**src/jdrc_pkg.sv**
```systemverilog
// constants shared by the test data register chains
package jdrc_pkg;
  // instruction register
  localparam int IR_W = 4;
  localparam logic [3:0] IR_EXTEST = 4'h0;
  localparam logic [3:0] IR_INTEST = 4'h1;
  localparam logic [3:0] IR_SAMPLE = 4'h2;
  localparam logic [3:0] IR_ABORT = 4'h8;
  localparam logic [3:0] IR_DP_ACCESS = 4'hA;
  localparam logic [3:0] IR_AP_ACCESS = 4'hB;
  localparam logic [3:0] IR_IDENT = 4'hE;
  localparam logic [3:0] IR_BYPASS = 4'hF;
  localparam logic [3:0] IR_CAPTURE_VAL = 4'h1;
  // chain lengths
  localparam int ID_W = 32;
  localparam int DBG_W = 35;
  localparam int BYP_W = 1;
  localparam int GPIO_NUM = 8;
  localparam int CELLS_PER_PIN = 3;
  localparam int BSC_W = GPIO_NUM * CELLS_PER_PIN + 1;
  // cell positions within one pin group, and the reset pin cell at the chain end
  localparam int CELL_IN = 0;
  localparam int CELL_OUT = 1;
  localparam int CELL_OE = 2;
  localparam int CELL_RST = BSC_W - 1;
  // capture values; identity value is arbitrary, bit 0 must stay 1
  localparam logic [31:0] ID_VALUE = 32'h0F0F_5A01;
  localparam logic [0:0] BYP_CAPTURE = 1'h0;
endpackage

```
**src/jdrc_chain_if.sv**
```systemverilog
// carrier between the chain controller and one serial data chain
`timescale 1ns/1ps
interface jdrc_chain_if #(parameter int W = 1);
  logic capture;
  logic shift;
  logic update;
  logic tdi;
  logic [W-1:0] cap_val;
  logic [W-1:0] sr;
  logic [W-1:0] par;
  modport ctl (output capture, shift, update, tdi, cap_val, input sr, par);
  modport chain (input capture, shift, update, tdi, cap_val, output sr, par);
endinterface

```
**src/jdrc_top.sv**
```systemverilog
// instruction register and data register chains of the test access port
// Behaviour
// - sample instruction selects boundary chain
// - capture pad input, output, enable
// - shift samples out while preload enters
// - update copies shifted bits to parallel
// - preload forces pads or core inputs
// - abort instruction selects abort chain
// - abort chain is 35 bits
// - debug port access chain, 35 bits
// - access port access chain, 35 bits
// - identification loaded on resets, logic reset
// - 32-bit fixed identification chain
// - identification value lsb is one
// - bypass is a single shift stage
// - bypass captures zero
// - three cells per pin, in order
// - reset pin has input cell only
// - exactly six data chains
// - four-bit instruction decode
// - unknown codes act as bypass
`timescale 1ns/1ps
module jdrc_top
  import jdrc_pkg::*;
(
  // clock and reset
  input wire logic clock,
  input wire logic rstn,
  // test port pins
  input wire logic tck,
  input wire logic tdi,
  input wire logic trst_n,
  output logic tdo,
  output logic tdo_oe,
  // tap state flags from the tap controller
  input wire logic tap_reset,
  input wire logic tap_capture_ir,
  input wire logic tap_shift_ir,
  input wire logic tap_update_ir,
  input wire logic tap_capture_dr,
  input wire logic tap_shift_dr,
  input wire logic tap_update_dr,
  // pads and core
  input wire logic [GPIO_NUM-1:0] pad_in,
  input wire logic ext_rst_pin,
  input wire logic [GPIO_NUM-1:0] core_out,
  input wire logic [GPIO_NUM-1:0] core_oe,
  output logic [GPIO_NUM-1:0] pad_out,
  output logic [GPIO_NUM-1:0] pad_oe,
  output logic [GPIO_NUM-1:0] core_in,
  // debug access port side
  input wire logic [DBG_W-1:0] dp_capture,
  input wire logic [DBG_W-1:0] ap_capture,
  output logic [DBG_W-1:0] abort_word,
  output logic abort_strobe,
  output logic [DBG_W-1:0] dp_word,
  output logic dp_strobe,
  output logic [DBG_W-1:0] ap_word,
  output logic ap_strobe,
  // current instruction
  output logic [IR_W-1:0] instr
);

  // -------------------------------------------------------------
  // reset release and pin synchronisers
  // -------------------------------------------------------------
  logic rst_s1;
  logic rst_n;
  logic [3:0] pin_s1;
  logic [3:0] pin_s2;
  logic [GPIO_NUM:0] pad_s1;
  logic [GPIO_NUM:0] pad_s2;
  logic tck_d;
  logic tck_s;
  logic tdi_s;
  logic trst_s_n;
  logic tck_rise;
  logic tck_fall;

  // reset asserts at once, releases after two clocks
  always_ff @(posedge clock or negedge rstn)
  begin
    if (!rstn)
    begin
      rst_s1 <= 1'b0;
      rst_n <= 1'b0;
    end
    else
    begin
      rst_s1 <= 1'b1;
      rst_n <= rst_s1;
    end
  end

  // pins and pads pass two flops; edge flop reads only the second
  always_ff @(posedge clock or negedge rst_n)
  begin
    if (!rst_n)
    begin
      pin_s1 <= 4'h4;
      pin_s2 <= 4'h4;
      pad_s1 <= '0;
      pad_s2 <= '0;
      tck_d <= 1'b0;
    end
    else
    begin
      pin_s1 <= {1'b0, trst_n, tdi, tck};
      pin_s2 <= pin_s1;
      pad_s1 <= {ext_rst_pin, pad_in};
      pad_s2 <= pad_s1;
      tck_d <= tck_s;
    end
  end
  // synchronised pin levels and tck edges
  assign tck_s = pin_s2[0];
  assign tdi_s = pin_s2[1];
  assign trst_s_n = pin_s2[2];
  assign tck_rise = tck_s & ~tck_d;
  assign tck_fall = ~tck_s & tck_d;
  // -------------------------------------------------------------
  // instruction register
  // -------------------------------------------------------------
  logic [IR_W-1:0] ir_sr;
  logic [IR_W-1:0] ir_r;
  // ir shift stage
  always_ff @(posedge clock or negedge rst_n)
  begin
    if (!rst_n)
      ir_sr <= IR_CAPTURE_VAL;
    else if (tck_rise && tap_capture_ir)
      ir_sr <= IR_CAPTURE_VAL;
    else if (tck_rise && tap_shift_ir)
      ir_sr <= {tdi_s, ir_sr[IR_W-1:1]};
  end
  // current instruction; identification after any reset
  always_ff @(posedge clock or negedge rst_n)
  begin
    if (!rst_n)
      ir_r <= IR_IDENT;
    else if (!trst_s_n || tap_reset)
      ir_r <= IR_IDENT;
    else if (tck_fall && tap_update_ir)
      ir_r <= ir_sr;
  end

  assign instr = ir_r;

  // -------------------------------------------------------------
  // instruction decode
  // -------------------------------------------------------------
  logic sel_bsc;
  logic sel_id;
  logic sel_abort;
  logic sel_dp;
  logic sel_ap;
  logic sel_byp;
  logic extest;
  logic intest;
  // four-bit decode, unassigned codes fall to bypass
  assign sel_bsc = (ir_r == IR_SAMPLE);
  assign sel_abort = (ir_r == IR_ABORT);
  assign sel_dp = (ir_r == IR_DP_ACCESS);
  assign sel_ap = (ir_r == IR_AP_ACCESS);
  assign sel_id = (ir_r == IR_IDENT);
  assign sel_byp = ~(sel_bsc | sel_abort | sel_dp | sel_ap | sel_id);
  // test instructions have no chain of their own, so bypass serves
  assign extest = (ir_r == IR_EXTEST);
  assign intest = (ir_r == IR_INTEST);
  // -------------------------------------------------------------
  // the six data chains
  // -------------------------------------------------------------
  logic cap_ev;
  logic shf_ev;
  logic upd_ev;
  logic [BSC_W-1:0] bsc_cap;
  assign cap_ev = tck_rise & tap_capture_dr;
  assign shf_ev = tck_rise & tap_shift_dr;
  assign upd_ev = tck_fall & tap_update_dr;
  jdrc_chain_if #(.W(BSC_W)) bsc_if ();
  jdrc_chain_if #(.W(ID_W)) id_if ();
  jdrc_chain_if #(.W(BYP_W)) byp_if ();
  jdrc_chain_if #(.W(DBG_W)) abort_if ();
  jdrc_chain_if #(.W(DBG_W)) dp_if ();
  jdrc_chain_if #(.W(DBG_W)) ap_if ();

  // boundary chain steering
  assign bsc_if.capture = cap_ev & sel_bsc;
  assign bsc_if.shift = shf_ev & sel_bsc;
  assign bsc_if.update = upd_ev & sel_bsc;
  assign bsc_if.tdi = tdi_s;
  assign bsc_if.cap_val = bsc_cap;

  // identification chain steering
  assign id_if.capture = cap_ev & sel_id;
  assign id_if.shift = shf_ev & sel_id;
  assign id_if.update = 1'b0;
  assign id_if.tdi = tdi_s;
  assign id_if.cap_val = {ID_VALUE[ID_W-1:1], 1'b1};

  // bypass chain steering
  assign byp_if.capture = cap_ev & sel_byp;
  assign byp_if.shift = shf_ev & sel_byp;
  assign byp_if.update = 1'b0;
  assign byp_if.tdi = tdi_s;
  assign byp_if.cap_val = BYP_CAPTURE;

  // abort chain steering
  assign abort_if.capture = cap_ev & sel_abort;
  assign abort_if.shift = shf_ev & sel_abort;
  assign abort_if.update = upd_ev & sel_abort;
  assign abort_if.tdi = tdi_s;
  assign abort_if.cap_val = '0;

  // debug port access chain steering
  assign dp_if.capture = cap_ev & sel_dp;
  assign dp_if.shift = shf_ev & sel_dp;
  assign dp_if.update = upd_ev & sel_dp;
  assign dp_if.tdi = tdi_s;
  assign dp_if.cap_val = dp_capture;

  // access port access chain steering
  assign ap_if.capture = cap_ev & sel_ap;
  assign ap_if.shift = shf_ev & sel_ap;
  assign ap_if.update = upd_ev & sel_ap;
  assign ap_if.tdi = tdi_s;
  assign ap_if.cap_val = ap_capture;

  // six instances of the chain, no more
  jdrc_chain #(.W(BSC_W)) u_bsc (.clock(clock), .rst_n(rst_n), .bus(bsc_if.chain));
  jdrc_chain #(.W(ID_W)) u_id (.clock(clock), .rst_n(rst_n), .bus(id_if.chain));
  jdrc_chain #(.W(BYP_W)) u_byp (.clock(clock), .rst_n(rst_n), .bus(byp_if.chain));
  jdrc_chain #(.W(DBG_W)) u_abort (.clock(clock), .rst_n(rst_n), .bus(abort_if.chain));
  jdrc_chain #(.W(DBG_W)) u_dp (.clock(clock), .rst_n(rst_n), .bus(dp_if.chain));
  jdrc_chain #(.W(DBG_W)) u_ap (.clock(clock), .rst_n(rst_n), .bus(ap_if.chain));
  // -------------------------------------------------------------
  // boundary cells and pad forcing
  // -------------------------------------------------------------
  logic [GPIO_NUM-1:0] pre_in;
  logic [GPIO_NUM-1:0] pre_out;
  logic [GPIO_NUM-1:0] pre_oe;
  // per pin: input, output, enable; pins in chain order from the port
  genvar gi;
  generate
    for (gi = 0; gi < GPIO_NUM; gi++)
    begin : g_cell
      assign bsc_cap[gi*CELLS_PER_PIN+CELL_IN] = pad_s2[gi];
      assign bsc_cap[gi*CELLS_PER_PIN+CELL_OUT] = pad_out[gi];
      assign bsc_cap[gi*CELLS_PER_PIN+CELL_OE] = pad_oe[gi];
      assign pre_in[gi] = bsc_if.par[gi*CELLS_PER_PIN+CELL_IN];
      assign pre_out[gi] = bsc_if.par[gi*CELLS_PER_PIN+CELL_OUT];
      assign pre_oe[gi] = bsc_if.par[gi*CELLS_PER_PIN+CELL_OE];
    end
  endgenerate

  // reset pin is observe only, one input cell
  assign bsc_cap[CELL_RST] = pad_s2[GPIO_NUM];
  // pads take preload under external test
  always_ff @(posedge clock or negedge rst_n)
  begin
    if (!rst_n)
    begin
      pad_out <= '0;
      pad_oe <= '0;
    end
    else if (extest)
    begin
      pad_out <= pre_out;
      pad_oe <= pre_oe;
    end
    else
    begin
      pad_out <= core_out;
      pad_oe <= core_oe;
    end
  end
  // core inputs take preload under internal test
  always_ff @(posedge clock or negedge rst_n)
  begin
    if (!rst_n)
      core_in <= '0;
    else if (intest)
      core_in <= pre_in;
    else
      core_in <= pad_s2[GPIO_NUM-1:0];
  end
  // -------------------------------------------------------------
  // debug port words and strobes
  // -------------------------------------------------------------
  assign abort_word = abort_if.par;
  assign dp_word = dp_if.par;
  assign ap_word = ap_if.par;

  // one-cycle strobe once a new word has landed
  always_ff @(posedge clock or negedge rst_n)
  begin
    if (!rst_n)
    begin
      abort_strobe <= 1'b0;
      dp_strobe <= 1'b0;
      ap_strobe <= 1'b0;
    end
    else
    begin
      abort_strobe <= abort_if.update;
      dp_strobe <= dp_if.update;
      ap_strobe <= ap_if.update;
    end
  end

  // -------------------------------------------------------------
  // serial output
  // -------------------------------------------------------------
  logic tdo_nxt;
  // lsb of the selected path
  assign tdo_nxt = tap_shift_ir ? ir_sr[0] : sel_bsc ? bsc_if.sr[0] :
    sel_id ? id_if.sr[0] : sel_abort ? abort_if.sr[0] : sel_dp ? dp_if.sr[0] :
    sel_ap ? ap_if.sr[0] : byp_if.sr[0];
  // tdo changes on the falling tck edge, driven only while shifting
  always_ff @(posedge clock or negedge rst_n)
  begin
    if (!rst_n)
    begin
      tdo <= 1'b0;
      tdo_oe <= 1'b0;
    end
    else if (tck_fall)
    begin
      tdo <= tdo_nxt;
      tdo_oe <= tap_shift_ir | tap_shift_dr;
    end
  end

endmodule

```
**src/jdrc_chain.sv**
```systemverilog
// one serial data chain with its parallel update register
`timescale 1ns/1ps
module jdrc_chain
  import jdrc_pkg::*;
#(
  parameter int W = 1
)
(
  // clock and reset
  input wire logic clock,
  input wire logic rst_n,
  // controller side
  jdrc_chain_if.chain bus
);

  // -------------------------------------------------------------
  // shift stage
  // -------------------------------------------------------------
  generate
    if (W == 1)
    begin : g_one
      // single stage shifts straight from tdi
      always_ff @(posedge clock or negedge rst_n)
      begin
        if (!rst_n)
          bus.sr <= '0;
        else if (bus.capture)
          bus.sr <= bus.cap_val;
        else if (bus.shift)
          bus.sr <= bus.tdi;
      end
    end
    else
    begin : g_many
      // lsb leaves first, tdi enters at the top
      always_ff @(posedge clock or negedge rst_n)
      begin
        if (!rst_n)
          bus.sr <= '0;
        else if (bus.capture)
          bus.sr <= bus.cap_val;
        else if (bus.shift)
          bus.sr <= {bus.tdi, bus.sr[W-1:1]};
      end
    end
  endgenerate

  // -------------------------------------------------------------
  // parallel update register
  // -------------------------------------------------------------
  // holds the shifted word once the update state is reached
  always_ff @(posedge clock or negedge rst_n)
  begin
    if (!rst_n)
      bus.par <= '0;
    else if (bus.update)
      bus.par <= bus.sr;
  end

endmodule

```
**config.mk**
```make
export PLATFORM = sky130hd
export DESIGN_NAME = jdrc_top
export DESIGN_NICKNAME = d
export VERILOG_FILES = /design/src/jdrc_pkg.sv /design/src/jdrc_chain_if.sv /design/src/jdrc_top.sv /design/src/jdrc_chain.sv
export SDC_FILE = /design/constraint.sdc
export NUM_CORES = 1
export LEC_CHECK = 0
export BUFFER_PORTS_ARGS = -buffer_cell sky130_fd_sc_hd__buf_2
export CAP_MARGIN = 5
export CORE_MARGIN = 5
export CORE_UTILIZATION = 60
export DETAILED_ROUTE_END_ITERATION = 10
export GPL_ROUTABILITY_DRIVEN = 0
export PLACE_DENSITY = 0.83
export SETUP_SLACK_MARGIN = 0.1
export SLEW_MARGIN = 5
export SYNTH_ARGS = -nofsm -noshare
export SYNTH_HDL_FRONTEND = slang
export SYNTH_HIERARCHICAL = 1
export SYNTH_SLANG_ARGS = --single-unit
```
**constraint.sdc**
```tcl
create_clock -name clock -period 18 [get_ports clock]
set_input_delay 5.4 -clock clock [delete_from_list [all_inputs] [get_ports clock]]
set_output_delay 5.4 -clock clock [all_outputs]
set_load 0.005 [all_outputs]
```
### Word level (Yosys, flattened, before mapping)

Index checks and enable logic that the tools add are counted.

* eq/ne operators: 6
* muxes and demuxes: 25
* bitwise logic cells: 29
* reduce and logical (&&, ||, !) cells: 14

Operators with widths (number)
* 35-bit 2-to-1 mux: 6
* 32-bit 2-to-1 mux: 2
* 25-bit 2-to-1 mux: 2
* 8-bit 2-to-1 mux: 3
* 1-bit AND: 21
* 4-bit equality test (second input constant): 4
* 4-bit 2-to-1 mux: 4
* 2-bit nonzero test: 8
* 1-bit 2-to-1 mux: 8
* 1-bit bitwise OR: 5
* 4-bit by 1-bit equality test with 1-bit output (second input constant): 1
* 4-bit by 2-bit equality test with 1-bit output (second input constant): 1
* 4-bit logical NOT: 1
* 1-bit logical AND: 3
* 1-bit inverter: 3
* 1-bit logical NOT: 1
* 1-bit logical OR: 1

* register bits after elaboration: 356
* input bits: 107
* output and inout port bits: 138
* word-level logic and storage cells: 101

### Depth between registers and ports, before layout

* depth after elaboration: 9
* depth in mapped cells: 8
* gate-level depth less buffers: 6

### By module

The synthesis kept the hierarchy.

Modules (own cells, without submodules)
* jdrc_chain at u_abort ...: instances 3, cells each 226, area each 3067.9 µm², sequential area each 1751.7 µm²
* jdrc_chain at u_id: instances 1, cells each 207, area each 2857.7 µm², sequential area each 1601.5 µm²
* jdrc_top: instances 1, cells each 175, area each 2409.8 µm², sequential area each 1609.0 µm²
* jdrc_chain at u_bsc: instances 1, cells each 161, area each 2199.6 µm², sequential area each 1251.2 µm²
* jdrc_chain at u_byp: instances 1, cells each 6, area each 83.8 µm², sequential area each 50.0 µm²

### Worst setup path before layout

No wires, ideal clock.

* path kind: input to register
* start point: in tap_update_dr
* end point: reg u_ap.bus.par[10]
* setup time: 0.125 ns
* arrival time: 6.241 ns
* data required time: 17.875 ns
* setup slack: 11.634 ns
* stages on the path: 5
* buffers on the path: 2
* cell sequence: nand2_1 -> nor2_1 -> buf_6 -> buf_6 -> mux2_4

* longest elaborated chain between the ends: 2

Ends and longest elaborated chain
* start, declared: line jdrc_top.sv:42 `input wire logic tap_update_dr,`
* 1-bit AND: line jdrc_top.sv:179 `assign upd_ev = tck_fall & tap_update_dr;`
* 1-bit AND: line jdrc_top.sv:225 `assign ap_if.update = upd_ev & sel_ap;`
* via ap_if.update: line jdrc_chain_if.sv:6 `logic update;`
* end signal, assigned: line jdrc_chain.sv:57 `bus.par <= bus.sr;`
* end, declared: line jdrc_chain_if.sv:12 `modport chain (input capture, shift, update, tdi, cap_val, output sr, par);`

The timed path passes the listed nets, and every way through them passes these cells.
A chain may end at the register's enable or synchronous reset.

### Final worst setup path

* start point: in tap_shift_dr
* end point: reg u_id.bus.sr[1]

* longest elaborated chain between the ends: 3

Ends and longest elaborated chain
* start, declared: line jdrc_top.sv:41 `input wire logic tap_shift_dr,`
* 1-bit AND: line jdrc_top.sv:178 `assign shf_ev = tck_rise & tap_shift_dr;`
* 1-bit AND: line jdrc_top.sv:196 `assign id_if.shift = shf_ev & sel_id;`
* via id_if.shift: line jdrc_chain_if.sv:5 `logic shift;`
* 2-bit nonzero test (no source line)
* end signal, assigned: line jdrc_chain.sv:41 `bus.sr <= bus.cap_val;`
* end signal, assigned: line jdrc_chain.sv:43 `bus.sr <= {bus.tdi, bus.sr[W-1:1]};`
* end, declared: line jdrc_chain_if.sv:12

The timed path passes the listed nets, and every way through them passes these cells.

==> run metrics <==
initial antenna violation count=4; CTS root buf=clkbuf_16; Worst Path Arrival=7.16 ns; fill count=1678; nets@finish=~1600; WS Path Type=in -> reg; Pwr Total=1720 uW; share of layout cells above drive strength 1=33.7%; minimum clock period=between 6 and 7 ns; postcts setup bufs=0; relative slew slack=19.7%; height of the die=170 um; WHS=0.346 ns; Worst-Margin Slew=1.20 ns; peak supply drop=0.0772 mV; Max Clk Rate=147 MHz; Max Fanout on Critical Path=32; setup violators final=0; Routed WL=just over 30000 um; Worst Hold Class=reg -> reg; CTS Buf Count=37; Longest Clk Path Bufs=3; CTS H-tree depth=2; Syn Area/Cell=13.3 um^2; Avg Vias per Cell=between 5 and 6; CTS tree=yes; Max-Cap Viols=0; element type at the critical path end=register; largest net degree at the start of global routing=89; final core occ=71.2%; Design Area, Final=0.0179 mm^2; RSZ-0062 raised after global routing=no; mapped cell area=0.0153 mm^2; core area=~0.025 mm^2; HPWL Detailed=20400 um; clk slew on worst S/H paths=0.06 ns; Initial DRT Pass Iterations=7; post-route setup TNS=0 ns; clk_lat worst skew=0.52 ns; average wire per standard cell=17.3 um; Yosys warning count=6; First DRT Iteration DRCs=577; Hold-fix buffers, CTS=0; dpl cell area=0.0167 mm^2; gr usage total=21.3%; Syn Inst Count=1155; final hold vios=0; worst clock skew=roughly 0.016 ns; CTS resizes=0; Worst EP required=18.34 ns; # port buffers=244; I/O pins=245; vias in the first global route=9885; Leak=0.00847 uW; first-pass GRT wire length=roughly 51000 um; Worst Setup Start Kind=primary input; Core Rows=58; fin crit share=37.9%; Slew Limit Fails=0; DRC violations left=0; PwrDens=95.9 mW/mm^2; GRT overflow=0; Final ANT Viol Nets=0; Initial Utilization=approximately three fifths; clock sink total=356; DIE WIDTH=170 um; status=finished clean; Vias=around 9600; n_diodes=0; synthesis-to-layout area growth=17.0%; die area=a little under 0.03 mm^2
## worst max-delay path, cell delays in order
cell and delay (ns):
buf_2 0.09, nand2_1 0.29, nor2_4 0.98, mux2i_1 0.29, o21ai_1 0.08
## worst paths after layout
check / to / startpoint / cells past startpoint / slack [ns]
worst min-delay path: pin_s2[0] / pin_s1[0] / 0 / 0.35
worst min register to register: pin_s2[0] / pin_s1[0] / 0 / 0.35
min in group asynchronous: u_bsc/bus.par[6] / rst_n / 0 / 0.37
worst max register to register: u_ap/bus.par[34] / rst_n / 2 / 15.28
worst max-delay path: u_id/bus.sr[1] / tap_shift_dr / 5 / 11.18
max in group asynchronous: rst_n / rstn / 1 / 13.22
## layer usage
metal | vias to the layer above | GRT usage [%] | routed length [um]
li1 | 4514 | - | -
met1 | 4698 | 29.7 | 13500
met5 | - | 0 | 46
met4 | 8 | 5.43 | 679
met3 | 64 | 4.83 | 2040
met2 | 275 | 34.4 | 14800
## state kept, by name, indices dropped and copies added, names as in the netlist, 9 cells and up
name / flops
u_ap/bus.par: 35
pad_s2: 9
u_ap/bus.sr: 35
u_dp/bus.par: 35
u_bsc/bus.par: 24
u_bsc/bus.sr: 25
u_dp/bus.sr: 35
u_abort/bus.sr: 35
u_id/bus.sr: 32
pad_s1: 9
u_abort/bus.par: 35
## cells in the final DEF, fill, tap and decap left out, types with 5 or more instances in the layout
cell type	n
clkbuf_1	10
buf_2	244
clkbuf_8	10
mux2i_1	164
nor2_1	6
clkinv_2	5
nor2b_1	6
o21ai_0	27
conb_1	69
dfrtp_1	349
o21ai_1	137
nor2_4	14
clkbuf_16	39
dfstp_2	6
mux2_2	33
buf_4	14
nand2_1	177
mux2_4	120
## per-stage QoR
stage	std cells	worst slack [ns]
floorplan	1222	7.35
global placement	1735	10.72
detailed placement	1735	10.65
CTS	1803	11.19
global route	1803	11.03
finish	1803	11.18
## power by group
part           switching [uW]  total [uW]  internal [uW]  leakage [uW]
registers                28.8         871            842       0.00477
clock network             303         756            454      0.000603
logic                    50.9        93.4           42.5       0.00310
## area by class of cell
type / instances / area, um^2 / share of cell area (%)
clock buffer: 59 / 1150 / 6.42
sequential: 356 / 8920 / 49.7
tap: 330 / 413 / 2.30
multi-input combinational: 787 / 6030 / 33.6
inverter: 4 / 15.0 / 0.0837
clock inverter: 9 / 78.8 / 0.439
timing repair buffer: 258 / 1330 / 7.39
Power figures use the tool's default switching activity.
